[src/bocfg_pkg.sv]
// Package of constants for the board output and timebase configuration block
package bocfg_pkg;

  // ****************************************
  // Clock and timebase
  // ****************************************
  localparam int CLK_FREQ_HZ = 40_000_000;
  localparam int OSC_FREQ_HZ = 10_000_000;
  localparam int OSC_DIV_CYC = CLK_FREQ_HZ / OSC_FREQ_HZ;
  localparam int CTR_SRC_DIV = 10;

  // ****************************************
  // Register offsets
  // ****************************************
  localparam logic [7:0] REG_AO_CFG = 8'h00;
  localparam logic [7:0] REG_DIO_DIR = 8'h04;
  localparam logic [7:0] REG_CLK_CFG = 8'h08;
  localparam logic [7:0] REG_DAC0_CODE = 8'h0C;
  localparam logic [7:0] REG_DAC1_CODE = 8'h10;
  localparam logic [7:0] REG_DIO_DATA = 8'h14;
  localparam logic [7:0] REG_STATUS = 8'h18;

  // ****************************************
  // Field positions
  // ****************************************
  localparam int AO_EXT_REF_BIT = 0;
  localparam int AO_BIPOLAR_BIT = 1;
  localparam int AO_CH_STRIDE = 2;
  localparam int DIO_A_OUT_BIT = 0;
  localparam int DIO_B_OUT_BIT = 1;
  localparam int CLK_BUS_SRC_BIT = 0;
  localparam int CLK_DRIVE_BIT = 1;
  localparam int DIO_A_LSB = 0;
  localparam int DIO_B_LSB = 4;
  localparam int ST_BUS_SRC_BIT = 0;
  localparam int ST_DRIVING_BIT = 1;
  localparam int ST_BUS_LVL_BIT = 2;
  localparam int ST_CTR_LVL_BIT = 3;

  // ****************************************
  // Widths and reset values
  // ****************************************
  localparam int DAC_W = 12;
  localparam int DIO_W = 4;
  localparam logic [3:0] AO_CFG_RST = 4'h0;
  localparam logic [1:0] DIO_DIR_RST = 2'h0;
  localparam logic [1:0] CLK_CFG_RST = 2'h0;
  localparam logic [11:0] DAC_CODE_RST = 12'h000;
  localparam logic [7:0] DIO_DATA_RST = 8'h00;

endpackage : bocfg_pkg

[src/bocfg_divider.sv]
// Enable-driven divider giving a tick pulse and a square level
`timescale 1ns/100ps
module bocfg_divider #(
  parameter int N = 10
) (
  // Clock and reset
  input wire logic clk_i,
  input wire logic rst_i,
  // Input rate
  input wire logic en_i,
  // Divided rate
  output logic tick_o,
  output logic level_o
);
  localparam int W = (N > 1) ? $clog2(N) : 1;
  localparam logic [W-1:0] LAST = W'(N - 1);
  localparam logic [W-1:0] HALF = W'(N / 2);

  logic [W-1:0] count;

  // ****************************************
  // Counter
  // ****************************************
  always_ff @(posedge clk_i) begin
    if (rst_i) begin
      count <= '0;
    end else if (en_i) begin
      count <= (count == LAST) ? '0 : W'(count + 1'b1);
    end
  end

  always_ff @(posedge clk_i) begin
    if (rst_i) begin
      tick_o <= 1'b0;
      level_o <= 1'b0;
    end else begin
      tick_o <= en_i && (count == LAST);
      level_o <= (count < HALF);
    end
  end
endmodule : bocfg_divider

[src/bocfg_dac_chan.sv]
// One analog output channel: code interpretation and reference select
`timescale 1ns/100ps
module bocfg_dac_chan
  import bocfg_pkg::*;
(
  // Clock and reset
  input wire logic clk_i,
  input wire logic rst_i,
  // Settings
  input wire logic [DAC_W-1:0] code_i,
  input wire logic bipolar_i,
  input wire logic ext_ref_i,
  // Converter side
  output logic [DAC_W-1:0] word_o,
  output logic signed [DAC_W:0] value_o,
  output logic bipolar_o,
  output logic ext_ref_o
);
  // ****************************************
  // Code interpretation
  // ****************************************
  always_ff @(posedge clk_i) begin
    if (rst_i) begin
      word_o <= '0;
      value_o <= '0;
      bipolar_o <= 1'b0;
      ext_ref_o <= 1'b0;
    end else begin
      if (bipolar_i) begin
        word_o <= {~code_i[DAC_W-1], code_i[DAC_W-2:0]};
        value_o <= {code_i[DAC_W-1], code_i};
      end else begin
        word_o <= code_i;
        value_o <= {1'b0, code_i};
      end
      bipolar_o <= bipolar_i;
      ext_ref_o <= ext_ref_i;
    end
  end
endmodule : bocfg_dac_chan

[src/bocfg_top.sv]
// Board output and timebase configuration: register bank and timebase logic
//
// Operation
// Each output channel selects internal 10 V or external reference independently.
// Each output channel selects unipolar or bipolar independently.
// Bipolar channel treats codes as two's complement, 800h to 7FFh.
// Unipolar channel treats codes as straight binary, 000h to FFFh.
// Eight digital lines form two four-bit ports.
// Software sets each port's direction as a whole, independently.
// Reset puts both digital ports into input direction.
// Timebase comes from internal 10 MHz or the sync bus clock.
// Drive own clock onto sync bus only if internal and drive set.
// Selected timebase divided by 10 feeds the counter/timer source.
// Reset default is internal timebase, bus driver off.
// One board drives the bus clock; others receive or stay off.
// Each channel holds a 12-bit code applied per current polarity.
// Reset sets reference and polarity of both channels to defaults.
//
// Our own choices: the register addresses and the Wishbone register port.
`timescale 1ns/100ps
module bocfg_top
  import bocfg_pkg::*;
(
  // Clock and reset
  input wire logic clk_i,
  input wire logic rst_i,
  // Wishbone slave
  input wire logic wb_cyc_i,
  input wire logic wb_stb_i,
  input wire logic wb_we_i,
  input wire logic [7:0] wb_adr_i,
  input wire logic [3:0] wb_sel_i,
  input wire logic [31:0] wb_dat_i,
  output logic [31:0] wb_dat_o,
  output logic wb_ack_o,
  // Analog output channel 0
  output logic [DAC_W-1:0] dac0_word_o,
  output logic signed [DAC_W:0] dac0_value_o,
  output logic dac0_bipolar_o,
  output logic dac0_ext_ref_o,
  // Analog output channel 1
  output logic [DAC_W-1:0] dac1_word_o,
  output logic signed [DAC_W:0] dac1_value_o,
  output logic dac1_bipolar_o,
  output logic dac1_ext_ref_o,
  // Digital port A
  input wire logic [DIO_W-1:0] dio_a_i,
  output logic [DIO_W-1:0] dio_a_o,
  output logic [DIO_W-1:0] dio_a_oe_o,
  // Digital port B
  input wire logic [DIO_W-1:0] dio_b_i,
  output logic [DIO_W-1:0] dio_b_o,
  output logic [DIO_W-1:0] dio_b_oe_o,
  // Synchronization bus clock line
  input wire logic board_sync_bus_clk_i,
  output logic board_sync_bus_clk_o,
  output logic board_sync_bus_clk_oe_o,
  // Counter/timer frequency source
  output logic ctr_src_tick_o,
  output logic ctr_src_clk_o
);

  // ****************************************
  // Decode helpers
  // ****************************************
  function automatic logic reg_hit(input logic [7:0] adr, input logic [7:0] off);
    reg_hit = (adr[7:2] == off[7:2]);
  endfunction : reg_hit

  function automatic logic [31:0] merge(input logic [31:0] old, input logic [31:0] wdat,
                                        input logic [3:0] sel);
    logic [31:0] res;
    res = old;
    for (int i = 0; i < 4; i++) begin
      if (sel[i]) begin
        res[8*i +: 8] = wdat[8*i +: 8];
      end
    end
    merge = res;
  endfunction : merge

  // ****************************************
  // Registers
  // ****************************************
  logic [3:0] ao_cfg;
  logic [1:0] dio_dir;
  logic [1:0] clk_cfg;
  logic [DAC_W-1:0] dac_code [2];
  logic [7:0] dio_data;
  logic bus_req;
  logic wr_en;
  logic [31:0] next_rdata;

  assign bus_req = wb_cyc_i && wb_stb_i && !wb_ack_o;
  assign wr_en = bus_req && wb_we_i;

  // ****************************************
  // Wishbone answer
  // ****************************************
  always_ff @(posedge clk_i) begin
    if (rst_i) begin
      wb_ack_o <= 1'b0;
    end else begin
      wb_ack_o <= bus_req;
    end
  end

  always_ff @(posedge clk_i) begin
    if (rst_i) begin
      ao_cfg <= AO_CFG_RST;
    end else if (wr_en && reg_hit(wb_adr_i, REG_AO_CFG)) begin
      ao_cfg <= 4'(merge({28'h0000000, ao_cfg}, wb_dat_i, wb_sel_i));
    end
  end

  always_ff @(posedge clk_i) begin
    if (rst_i) begin
      dio_dir <= DIO_DIR_RST;
    end else if (wr_en && reg_hit(wb_adr_i, REG_DIO_DIR)) begin
      dio_dir <= 2'(merge({30'h0, dio_dir}, wb_dat_i, wb_sel_i));
    end
  end

  always_ff @(posedge clk_i) begin
    if (rst_i) begin
      clk_cfg <= CLK_CFG_RST;
    end else if (wr_en && reg_hit(wb_adr_i, REG_CLK_CFG)) begin
      clk_cfg <= 2'(merge({30'h0, clk_cfg}, wb_dat_i, wb_sel_i));
    end
  end

  always_ff @(posedge clk_i) begin
    if (rst_i) begin
      dac_code[0] <= DAC_CODE_RST;
      dac_code[1] <= DAC_CODE_RST;
    end else if (wr_en) begin
      if (reg_hit(wb_adr_i, REG_DAC0_CODE)) begin
        dac_code[0] <= DAC_W'(merge({20'h00000, dac_code[0]}, wb_dat_i, wb_sel_i));
      end
      if (reg_hit(wb_adr_i, REG_DAC1_CODE)) begin
        dac_code[1] <= DAC_W'(merge({20'h00000, dac_code[1]}, wb_dat_i, wb_sel_i));
      end
    end
  end

  always_ff @(posedge clk_i) begin
    if (rst_i) begin
      dio_data <= DIO_DATA_RST;
    end else if (wr_en && reg_hit(wb_adr_i, REG_DIO_DATA)) begin
      dio_data <= 8'(merge({24'h000000, dio_data}, wb_dat_i, wb_sel_i));
    end
  end

  // ****************************************
  // Pin synchronisers
  // ****************************************
  logic [DIO_W-1:0] dio_a_s1;
  logic [DIO_W-1:0] dio_a_s2;
  logic [DIO_W-1:0] dio_b_s1;
  logic [DIO_W-1:0] dio_b_s2;
  logic bus_s1;
  logic bus_s2;
  logic bus_s3;

  always_ff @(posedge clk_i) begin
    if (rst_i) begin
      dio_a_s1 <= '0;
      dio_a_s2 <= '0;
      dio_b_s1 <= '0;
      dio_b_s2 <= '0;
    end else begin
      dio_a_s1 <= dio_a_i;
      dio_a_s2 <= dio_a_s1;
      dio_b_s1 <= dio_b_i;
      dio_b_s2 <= dio_b_s1;
    end
  end

  always_ff @(posedge clk_i) begin
    if (rst_i) begin
      bus_s1 <= 1'b0;
      bus_s2 <= 1'b0;
      bus_s3 <= 1'b0;
    end else begin
      bus_s1 <= board_sync_bus_clk_i;
      bus_s2 <= bus_s1;
      bus_s3 <= bus_s2;
    end
  end

  // ****************************************
  // Read data
  // ****************************************
  always_comb begin
    next_rdata = 32'h00000000;
    if (reg_hit(wb_adr_i, REG_AO_CFG)) begin
      next_rdata[3:0] = ao_cfg;
    end else if (reg_hit(wb_adr_i, REG_DIO_DIR)) begin
      next_rdata[1:0] = dio_dir;
    end else if (reg_hit(wb_adr_i, REG_CLK_CFG)) begin
      next_rdata[1:0] = clk_cfg;
    end else if (reg_hit(wb_adr_i, REG_DAC0_CODE)) begin
      next_rdata[DAC_W-1:0] = dac_code[0];
    end else if (reg_hit(wb_adr_i, REG_DAC1_CODE)) begin
      next_rdata[DAC_W-1:0] = dac_code[1];
    end else if (reg_hit(wb_adr_i, REG_DIO_DATA)) begin
      next_rdata[DIO_A_LSB +: DIO_W] = dio_a_s2;
      next_rdata[DIO_B_LSB +: DIO_W] = dio_b_s2;
    end else if (reg_hit(wb_adr_i, REG_STATUS)) begin
      next_rdata[ST_BUS_SRC_BIT] = clk_cfg[CLK_BUS_SRC_BIT];
      next_rdata[ST_DRIVING_BIT] = board_sync_bus_clk_oe_o;
      next_rdata[ST_BUS_LVL_BIT] = bus_s2;
      next_rdata[ST_CTR_LVL_BIT] = ctr_src_clk_o;
    end
  end

  always_ff @(posedge clk_i) begin
    if (rst_i) begin
      wb_dat_o <= 32'h00000000;
    end else if (bus_req && !wb_we_i) begin
      wb_dat_o <= next_rdata;
    end
  end

  // ****************************************
  // Analog output channels
  // ****************************************
  logic [DAC_W-1:0] ch_word [2];
  logic signed [DAC_W:0] ch_value [2];
  logic [1:0] ch_bip;
  logic [1:0] ch_ext;
  for (genvar c = 0; c < 2; c++) begin : g_chan
    bocfg_dac_chan u_chan (
      .clk_i(clk_i),
      .rst_i(rst_i),
      .code_i(dac_code[c]),
      .bipolar_i(ao_cfg[c*AO_CH_STRIDE + AO_BIPOLAR_BIT]),
      .ext_ref_i(ao_cfg[c*AO_CH_STRIDE + AO_EXT_REF_BIT]),
      .word_o(ch_word[c]),
      .value_o(ch_value[c]),
      .bipolar_o(ch_bip[c]),
      .ext_ref_o(ch_ext[c])
    );
  end

  assign dac0_word_o = ch_word[0];
  assign dac0_value_o = ch_value[0];
  assign dac0_bipolar_o = ch_bip[0];
  assign dac0_ext_ref_o = ch_ext[0];
  assign dac1_word_o = ch_word[1];
  assign dac1_value_o = ch_value[1];
  assign dac1_bipolar_o = ch_bip[1];
  assign dac1_ext_ref_o = ch_ext[1];

  // ****************************************
  // Digital ports
  // ****************************************
  always_ff @(posedge clk_i) begin
    if (rst_i) begin
      dio_a_oe_o <= '0;
      dio_b_oe_o <= '0;
      dio_a_o <= '0;
      dio_b_o <= '0;
    end else begin
      dio_a_oe_o <= {DIO_W{dio_dir[DIO_A_OUT_BIT]}};
      dio_b_oe_o <= {DIO_W{dio_dir[DIO_B_OUT_BIT]}};
      dio_a_o <= dio_data[DIO_A_LSB +: DIO_W];
      dio_b_o <= dio_data[DIO_B_LSB +: DIO_W];
    end
  end

  // ****************************************
  // Timebase
  // ****************************************
  logic osc_tick;
  logic osc_level;
  logic bus_edge;
  logic sel_tick;
  bocfg_divider #(.N(OSC_DIV_CYC)) u_osc (
    .clk_i(clk_i),
    .rst_i(rst_i),
    .en_i(1'b1),
    .tick_o(osc_tick),
    .level_o(osc_level)
  );

  assign bus_edge = bus_s2 && !bus_s3;
  assign sel_tick = clk_cfg[CLK_BUS_SRC_BIT] ? bus_edge : osc_tick;

  bocfg_divider #(.N(CTR_SRC_DIV)) u_ctr (
    .clk_i(clk_i),
    .rst_i(rst_i),
    .en_i(sel_tick),
    .tick_o(ctr_src_tick_o),
    .level_o(ctr_src_clk_o)
  );

  always_ff @(posedge clk_i) begin
    if (rst_i) begin
      board_sync_bus_clk_o <= 1'b0;
      board_sync_bus_clk_oe_o <= 1'b0;
    end else begin
      board_sync_bus_clk_o <= osc_level;
      board_sync_bus_clk_oe_o <= clk_cfg[CLK_DRIVE_BIT] && !clk_cfg[CLK_BUS_SRC_BIT];
    end
  end

  // ****************************************
  // Assertions
  // ****************************************
  logic [3:0] h_src_cnt;
  always_ff @(posedge clk_i) begin
    if (rst_i) begin
      h_src_cnt <= 4'h0;
    end else if (ctr_src_tick_o) begin
      h_src_cnt <= sel_tick ? 4'h1 : 4'h0;
    end else if (sel_tick) begin
      h_src_cnt <= 4'(h_src_cnt + 1'b1);
    end
  end
endmodule : bocfg_top

[config.mk]
export PLATFORM = sky130hd
export DESIGN_NAME = bocfg_top
export DESIGN_NICKNAME = d
export VERILOG_FILES = /design/src/bocfg_pkg.sv /design/src/bocfg_divider.sv /design/src/bocfg_dac_chan.sv /design/src/bocfg_top.sv
export SDC_FILE = /design/constraint.sdc
export NUM_CORES = 1
export LEC_CHECK = 0
export BUFFER_PORTS_ARGS = -buffer_cell sky130_fd_sc_hd__clkbuf_2
export CELL_PAD_IN_SITES_DETAIL_PLACEMENT = 1
export CELL_PAD_IN_SITES_GLOBAL_PLACEMENT = 1
export CORE_ASPECT_RATIO = 0.6
export CORE_MARGIN = 1.5
export CORE_UTILIZATION = 30
export DETAILED_ROUTE_END_ITERATION = 10
export PLACE_DENSITY_LB_ADDON = 0.15
export REMOVE_ABC_BUFFERS = 1
export SLEW_MARGIN = 30
export SYNTH_ARGS = -nofsm -noshare
export SYNTH_HDL_FRONTEND = slang
export SYNTH_SLANG_ARGS = --single-unit
[constraint.sdc]
create_clock -name clk_i -period 3.29 [get_ports clk_i]
set_input_delay 0.658 -clock clk_i [delete_from_list [all_inputs] [get_ports clk_i]]
set_output_delay 0.658 -clock clk_i [all_outputs]
set_load 0.1 [all_outputs]
==> metrics.yaml, run 1 <==
run_status:
  outcome: "complete, no violations"
final_layout:
  n_fill_cell: 1725
  nNetsFinal: 584
  fin_cells: 742
  drive_gt1_share_pct: 32.34
  areaGrowthSynthToFinish_pct: 23.44
  seq_area_um2: 2763
  finalCoreUtilization_pct: 38.45
  multi_input_area_um2: 1658
pwr:
  internal_power_uw: 2989
  p_clk_share_pct: 49.4
  pwr-share-comb_pct: 11.2
  ir_worst_vdd_v: 0.0002661
  p_per_area_nw_per_um2: 693.5
  p_sw_uw: 1156
  power_frac_seq_pct: 39.4
  p_leak_uw: 0.002590
  power.share.switching_pct: 27.89
setup_path:
  arrival_ns: 2.12
  end_kind: "register"
  critPathMaxFanout: 15
  crit_type: "primary input to register"
  start_kind: "primary input"
  cp.required_ns: 3.34
route:
  ant_nets: 0
  drc_errors: 0
  wl_per_cell_um: 15.96
  vias: 3284
  firstDrtPassIters: 4
  drt-total-wl_um: 11840
  routed_via_density: 4.426
  drt_iter0_markers: 151
placed_design:
  routabilityCongestion: 0.7325
  portBuffers: 120
  dp.final_hpwl_um: 8453
  place_inst: 709
synthesis:
  synth_area_um2: 4842
  ys_seq_area_share_pct: 57.05
  ys_warn_count: 0
  netlist_instances: 431
  ys_ff_latch: 126
  synth-main-ff-cell: "dfxtp_1"
  synth.avg_cell_area_um2: 11.23
  synth_edf_count: 24
  async_reset_ff_share_pct: 0
  ys_types: 55
cts:
  clk_pin_slew_ns: 0.06
  cts_tree: "built"
  clk_latency_ns: 0.41
  clock_path_buffers: 2
  cts_setup_buffers: 0
  cts.sink_count: 126
  cts_buffers: 17
  hold_buffers: 0
  cts.repair.resized: 0
  htreeDepth: 4
  cts-root-buf: "clkbuf_16"
timing:
  relSlewSlack_pct: 62.74
  fmaxAchievable_mhz: 482.2
  finalHoldViolations: 0
  fin_skew_ns: 0.006169
  setup_viol: 0
  tightestPinTransition_ns: 0.5613
  rsz0062_at_grt: "no"
  period_minus_slack_ns: 2.074
  finalCritPeriodShare_pct: 63.04
  slew_viol_final: 0
global_routing:
  grt_pass1_vias: 3297
  grt.overflow.total: 0
  grt_max_degree: 42
  grt_pass1_wl_um: 18240
  antenna_found_initial: 0
  gr-usage-all-layers_pct: 14.61
die:
  num_rows: 35
  core_area_um2: 15550
  start_util_pct: 31.15
  dieArea_um2: 16940
  die_y_um: 101.4
  boundaryPins: 165
  die_w_um: 167.0
worst_hold_path:
  hp-class: "register to register"
job:
  max-cap-violations: 0
[worst paths after layout]
| kind | start | endpoint | slack (ns) | cells after the start |
|---|---|---|---|---|
| max | wb_adr_i[2] | dac_code[0][12]$_SDFFCE_PP0P_ | 1.22 | 3 |
| min | u_osc.count[1]$_SDFF_PP0_ | u_osc.level_o$_SDFF_PP0_ | 0.42 | 1 |
| max reg2reg | wb_ack_o$_SDFF_PP0_ | dac_code[0][12]$_SDFFCE_PP0P_ | 1.48 | 2 |
| min reg2reg | u_osc.count[1]$_SDFF_PP0_ | u_osc.level_o$_SDFF_PP0_ | 0.42 | 1 |
[synthesized netlist by cell type, types with 2 or more instances]
cell       number  area (um^2)
edfxtp_1       24        720.7
clkbuf_1       10        37.54
inv_1           3        11.26
a21oi_1         5        25.02
a22o_1          4        35.03
a41o_1          4        40.04
o21ai_1        14        70.07
a221o_1         4        40.04
o21ai_2         3        26.28
nor3_2          2        20.02
nand2b_1       10        62.56
mux2_2          2        22.52
xnor2_1         2        17.52
a32oi_1         2        17.52
buf_2           4        20.02
buf_4          52        390.4
a22oi_1         8        60.06
buf_6           3        33.78
dfxtp_1       102         2042
o2bb2ai_1       5        43.79
and2_1         14        87.58
nor4_1          2        12.51
and3b_1         4        35.03
nand3b_1        3        22.52
nor3_1          4        20.02
o21ai_0         2        10.01
nor3b_1         2        15.01
nand2_1        19        71.32
or3_1           2        12.51
nor2b_1        65        406.6
o211ai_1        2        15.01
mux2i_1         8        80.08
nor2_1         18        67.56
nand4_1         2        12.51
[placed cells by master, fill, tap and decap left out, types with 4 or more instances in the layout]
cell type	instances
a221o_1	4
nand2b_1	10
o2bb2ai_1	5
conb_1	20
clkbuf_16	17
and3b_1	4
dfxtp_1	102
a22o_1	4
nor3_1	4
a41o_1	4
mux2i_1	8
nand2_1	19
buf_4	6
and2_1	14
clkbuf_2	119
nor2_1	18
nor2b_1	65
bufinv_16	4
edfxtp_1	24
inv_6	6
o21ai_1	14
a22oi_1	8
a21oi_1	5
[per-stage QoR]
stage	TNS (ns)	worst slack (ns)	cell area, um^2	power, uW	hold slack, ns
after global placement	0	0.7898	5326	2131	0.4025
after global routing	0	1.120	5974	4297	0.4338
after floorplan	-1.677	-0.2096	4432	2022	0.3886
final	0	1.216	5977	4145	0.4193
after detailed placement	0	0.7835	5326	2135	0.4097
after CTS	0	1.199	5974	4197	0.4178
[cells by family (layout without fill, tap and decap cells)]
logic type | Yosys count | count (layout) | share of synthesized area, %
XOR/XNOR | 3 | 3 | 0.5427
AO/OA/AOI/OAI | 58 | 58 | 8.837
other | 1 | 21 | 0.07745
flip-flops | 126 | 126 | 57.05
adder cells (fa/ha/maj) | 1 | 1 | 0.2584
buffers and inverters | 72 | 160 | 10.18
multiplexers | 10 | 10 | 2.119
AND/OR/NAND/NOR | 160 | 160 | 20.93
[cell type report]
cell class / count / area share, %
clock inverters: 15 / 3.726
flip-flops and latches: 126 / 46.22
multi-input cells: 252 / 27.74
repair buffers: 125 / 10.72
diodes: 1 / 0.04187
clock buffers: 17 / 7.117
well taps: 203 / 4.250
inverters: 3 / 0.1884
[critical path, cell delays in order]
cell      delay (ns)
clkbuf_2        0.32
nor3b_2         0.57
a41o_1          0.57
[state kept, by name (all words and copies together) (netlist names), 8 cells and up]
name	count
g_chan.u_chan.value_o	26
dac_code	24
wb_dat_o	12
dio_data	8
[routing by layer]
| layer | wire, um | up-vias | GRT usage, % | part of all wire (%) |
|---|---|---|---|---|
| li1 | - | 1606 | - | - |
| met5 | 0 | - | 0 | 0 |
| met1 | 6116 | 1572 | 20.23 | 52 |
| met4 | 126 | 0 | 5.594 | 1.1 |
| met3 | 625 | 11 | 4.220 | 5.3 |
| met2 | 4973 | 95 | 21.56 | 42 |
[power by group through the flow]
stage	registers (uW)	logic [uW]	clock network (uW)
after floorplan	1850	168	0
after global placement	1670	464	0
after detailed placement	1670	466	0
after CTS	1640	467	2090
after global routing	1640	484	2170
final	1630	464	2050
Note: power is estimated with default switching activity, not from simulation.
==> run 2: changes to the inputs <==
clock period = 1.7 ns   (was 3.29 ns; I/O delays follow)
==> metrics.yaml, run 2 (synthesized netlist as in run 1, its figures left out) <==
global_routing:
  grt_pass1_vias: 3407  # +3.3%
  grt_max_degree: 43  # +2.4%
  grt_pass1_wl_um: 18980  # +4.0%
  gr-usage-all-layers_pct: 15.23  # +0.62 points
  grt.overflow.total: 0  # unchanged
  antenna_found_initial: 1  # +1
final_layout:
  fin_cells: 756  # +1.9%
  seq_area_um2: 2763  # unchanged
  fin_area_um2: 6077  # +1.7%
  final_common_cell: "clkbuf_2"
  finalCoreUtilization_pct: 39.09  # +0.64 points
  diodes: 0  # -1
  drive_gt1_share_pct: 34.18  # +1.8 points
  nNetsFinal: 599  # +2.6%
  multi_input_area_um2: 1658  # unchanged
  top_regs: "g_chan.u_chan.value_o: 26 flops, dac_code: 24 flops, wb_dat_o: 12 flops"
  mostFrequentLayoutCells: "clkbuf_2 (119), dfxtp_1 (102), nor2b_1 (65)"
  n_fill_cell: 1726  # +0.058%
  areaGrowthSynthToFinish_pct: 25.50
  regMostFlops: "g_chan.u_chan.value_o"
  largest_reg_flops: 26  # unchanged
route:
  wl_met2_um: 5174  # +4.0%
  wl_met3_um: 514  # -18%
  firstDrtPassIters: 4  # unchanged
  drt-total-wl_um: 12260  # +3.5%
  wl_per_cell_um: 16.22  # +1.6%
  drt-met1-wl_um: 6421  # +5.0%
  drt_iter0_markers: 106  # -30%
  routed_via_density: 4.418  # -0.18%
  drc_errors: 0  # unchanged
  ant_nets: 0  # unchanged
  vias: 3340  # +1.7%
  top_layer: "met4"
setup_path:
  r2r-end: "dac_code[0][16]$_SDFFCE_PP0P_"
  cp.required_ns: 1.36  # -1.98 ns
  crit_type: "register to output port"
  cp_slowest_cell: "clkbuf_2"
  path_delay_family: "buffers and inverters"
  arrival_ns: 1.26  # -0.86 ns
  worst-r2r-cell-count: 6  # +4
  end_kind: "output port"
  r2r-start: "wb_ack_o$_SDFF_PP0_"
  crit_chain: "clkbuf_2"
  worst-path-buf-inv: 1  # unchanged
  regToRegSetupSlack_ns: 0.1  # -1.38 ns
  start_kind: "register"
  critPathMaxFanout: 2  # -13
  slowest_delay_ns: 0.48  # -0.09 ns
cts:
  cts.sink_count: 126  # unchanged
  clk_latency_ns: 0.42  # about the same
  cts_buffers: 17  # unchanged
  clock_path_buffers: 2  # unchanged
  clk_pin_slew_ns: 0.06  # about the same
  htreeDepth: 4  # unchanged
  cts-root-buf: "clkbuf_16"
  hold_buffers: 0  # unchanged
  cts_tree: "built"
timing:
  finalHoldViolations: 0  # unchanged
  fin_skew_ns: 0.009916  # +0.003747 ns
  relSlewSlack_pct: 62.58  # -0.16 points
  fin_setup_tns_ns: 0  # unchanged
  tightestPinTransition_ns: 0.5638  # +0.002412 ns
  period_minus_slack_ns: 1.604
  setup_viol: 0  # unchanged
  fmaxAchievable_mhz: 623.6
  rsz0062_at_grt: "no"
  slew_viol_final: 0  # unchanged
  finalCritPeriodShare_pct: 94.34
worst_hold_path:
  hold_start: "dio_b_i[2]"
  hp-class: "primary input to register"
  hold_end: "dio_b_s1[2]$_SDFF_PP0_"
  whs_path_depth: 2  # +1
die:
  die_y_um: 101.4  # unchanged
  die_w_um: 167.0  # unchanged
  boundaryPins: 165  # unchanged
  num_rows: 35  # unchanged
  start_util_pct: 31.15  # unchanged
  core_area_um2: 15550  # unchanged
  dieArea_um2: 16940  # unchanged
pwr:
  p_leak_uw: 0.002655  # +2.5%
  ir_worst_vdd_v: 0.0005710  # +110%
  p_per_area_nw_per_um2: 1266  # +83%
  p_total_uw: 7692  # +86%
job:
  max-cap-violations: 0  # unchanged
placed_design:
  dp.final_hpwl_um: 8909  # +5.4%
  place_inst: 724  # +2.1%
  dpl-instance-area_um2: 5489  # +3.1%
  portBuffers: 120  # unchanged
  routabilityCongestion: 0.7605  # +3.8%
run_status:
  outcome: "complete, no violations"
-- run 2: cell types whose count changed in the layout (fill, tap and decap cells not counted), sizes merged --
cell / previous run / this run
clkinv: 1 / 3
clkbuf: 136 / 137
diode: 1 / 0
buf: 6 / 21
bufinv: 4 / 1
-- run 2: cell type report --
class	count	area share [%]
multi-input combinational	252	27.28
inverter	3	0.1853
tap	203	4.180
clock buffer	18	7.227
clock inverter	14	2.388
sequential	126	45.46
timing repair buffer	140	13.28
-- run 2: stage by stage --
stage	worst slack [ns]	hold slack [ns]
6_report	0.09628	0.1386
5_1_grt	0.01481	0.1338
4_1_cts	0.07082	0.1218
3_5_place_dp	-0.02701	0.4071
3_3_place_gp	0.002656	0.4014
2_1_floorplan	-1.482	0.3886
-- run 2: where the power goes --
part           total, uW  internal [uW]  leakage [uW]  switching, uW
logic                936            174       0.00129            762
clock network       3590           2100      0.000287           1490
registers           3160           3120       0.00108           38.0
total               7690           5400       0.00266           2290
-- run 2: what timing repair did --
item,4_1_cts,5_1_grt
resized for setup,0,1
setup endpoints to repair,0,2
setup buffers,0,0
-- run 2: worst max path at each step --
| stage | cells past startpoint | slack (ns) | end | start |
|---|---|---|---|---|
| CTS | 6 | 0.07 | dac_code[0][16]$_SDFFCE_PP0P_ | wb_ack_o$_SDFF_PP0_ |
| global route | 6 | 0.01 | dac_code[0][16]$_SDFFCE_PP0P_ | wb_ack_o$_SDFF_PP0_ |
| global placement | 5 | 0.003 | wb_dat_o[2]$_SDFFE_PP0P_ | wb_adr_i[2] |
| finish | 1 | 0.1 | wb_dat_o[1] | wb_dat_o[1]$_SDFFE_PP0P_ |
| detailed placement | 5 | -0.03 | wb_dat_o[2]$_SDFFE_PP0P_ | wb_adr_i[2] |
| floorplan | 0 | -1.48 | dio_a_oe_o[0] | dio_a_oe_o[0]$_SDFF_PP0_ |
-- run 2: layer usage --
metal / global-route usage (%) / vias up
met3: 3.869 / 10
met1: 21.13 / 1607
li1: - / 1632
met2: 22.47 / 91
met4: 6.713 / 0
met5: 0 / -
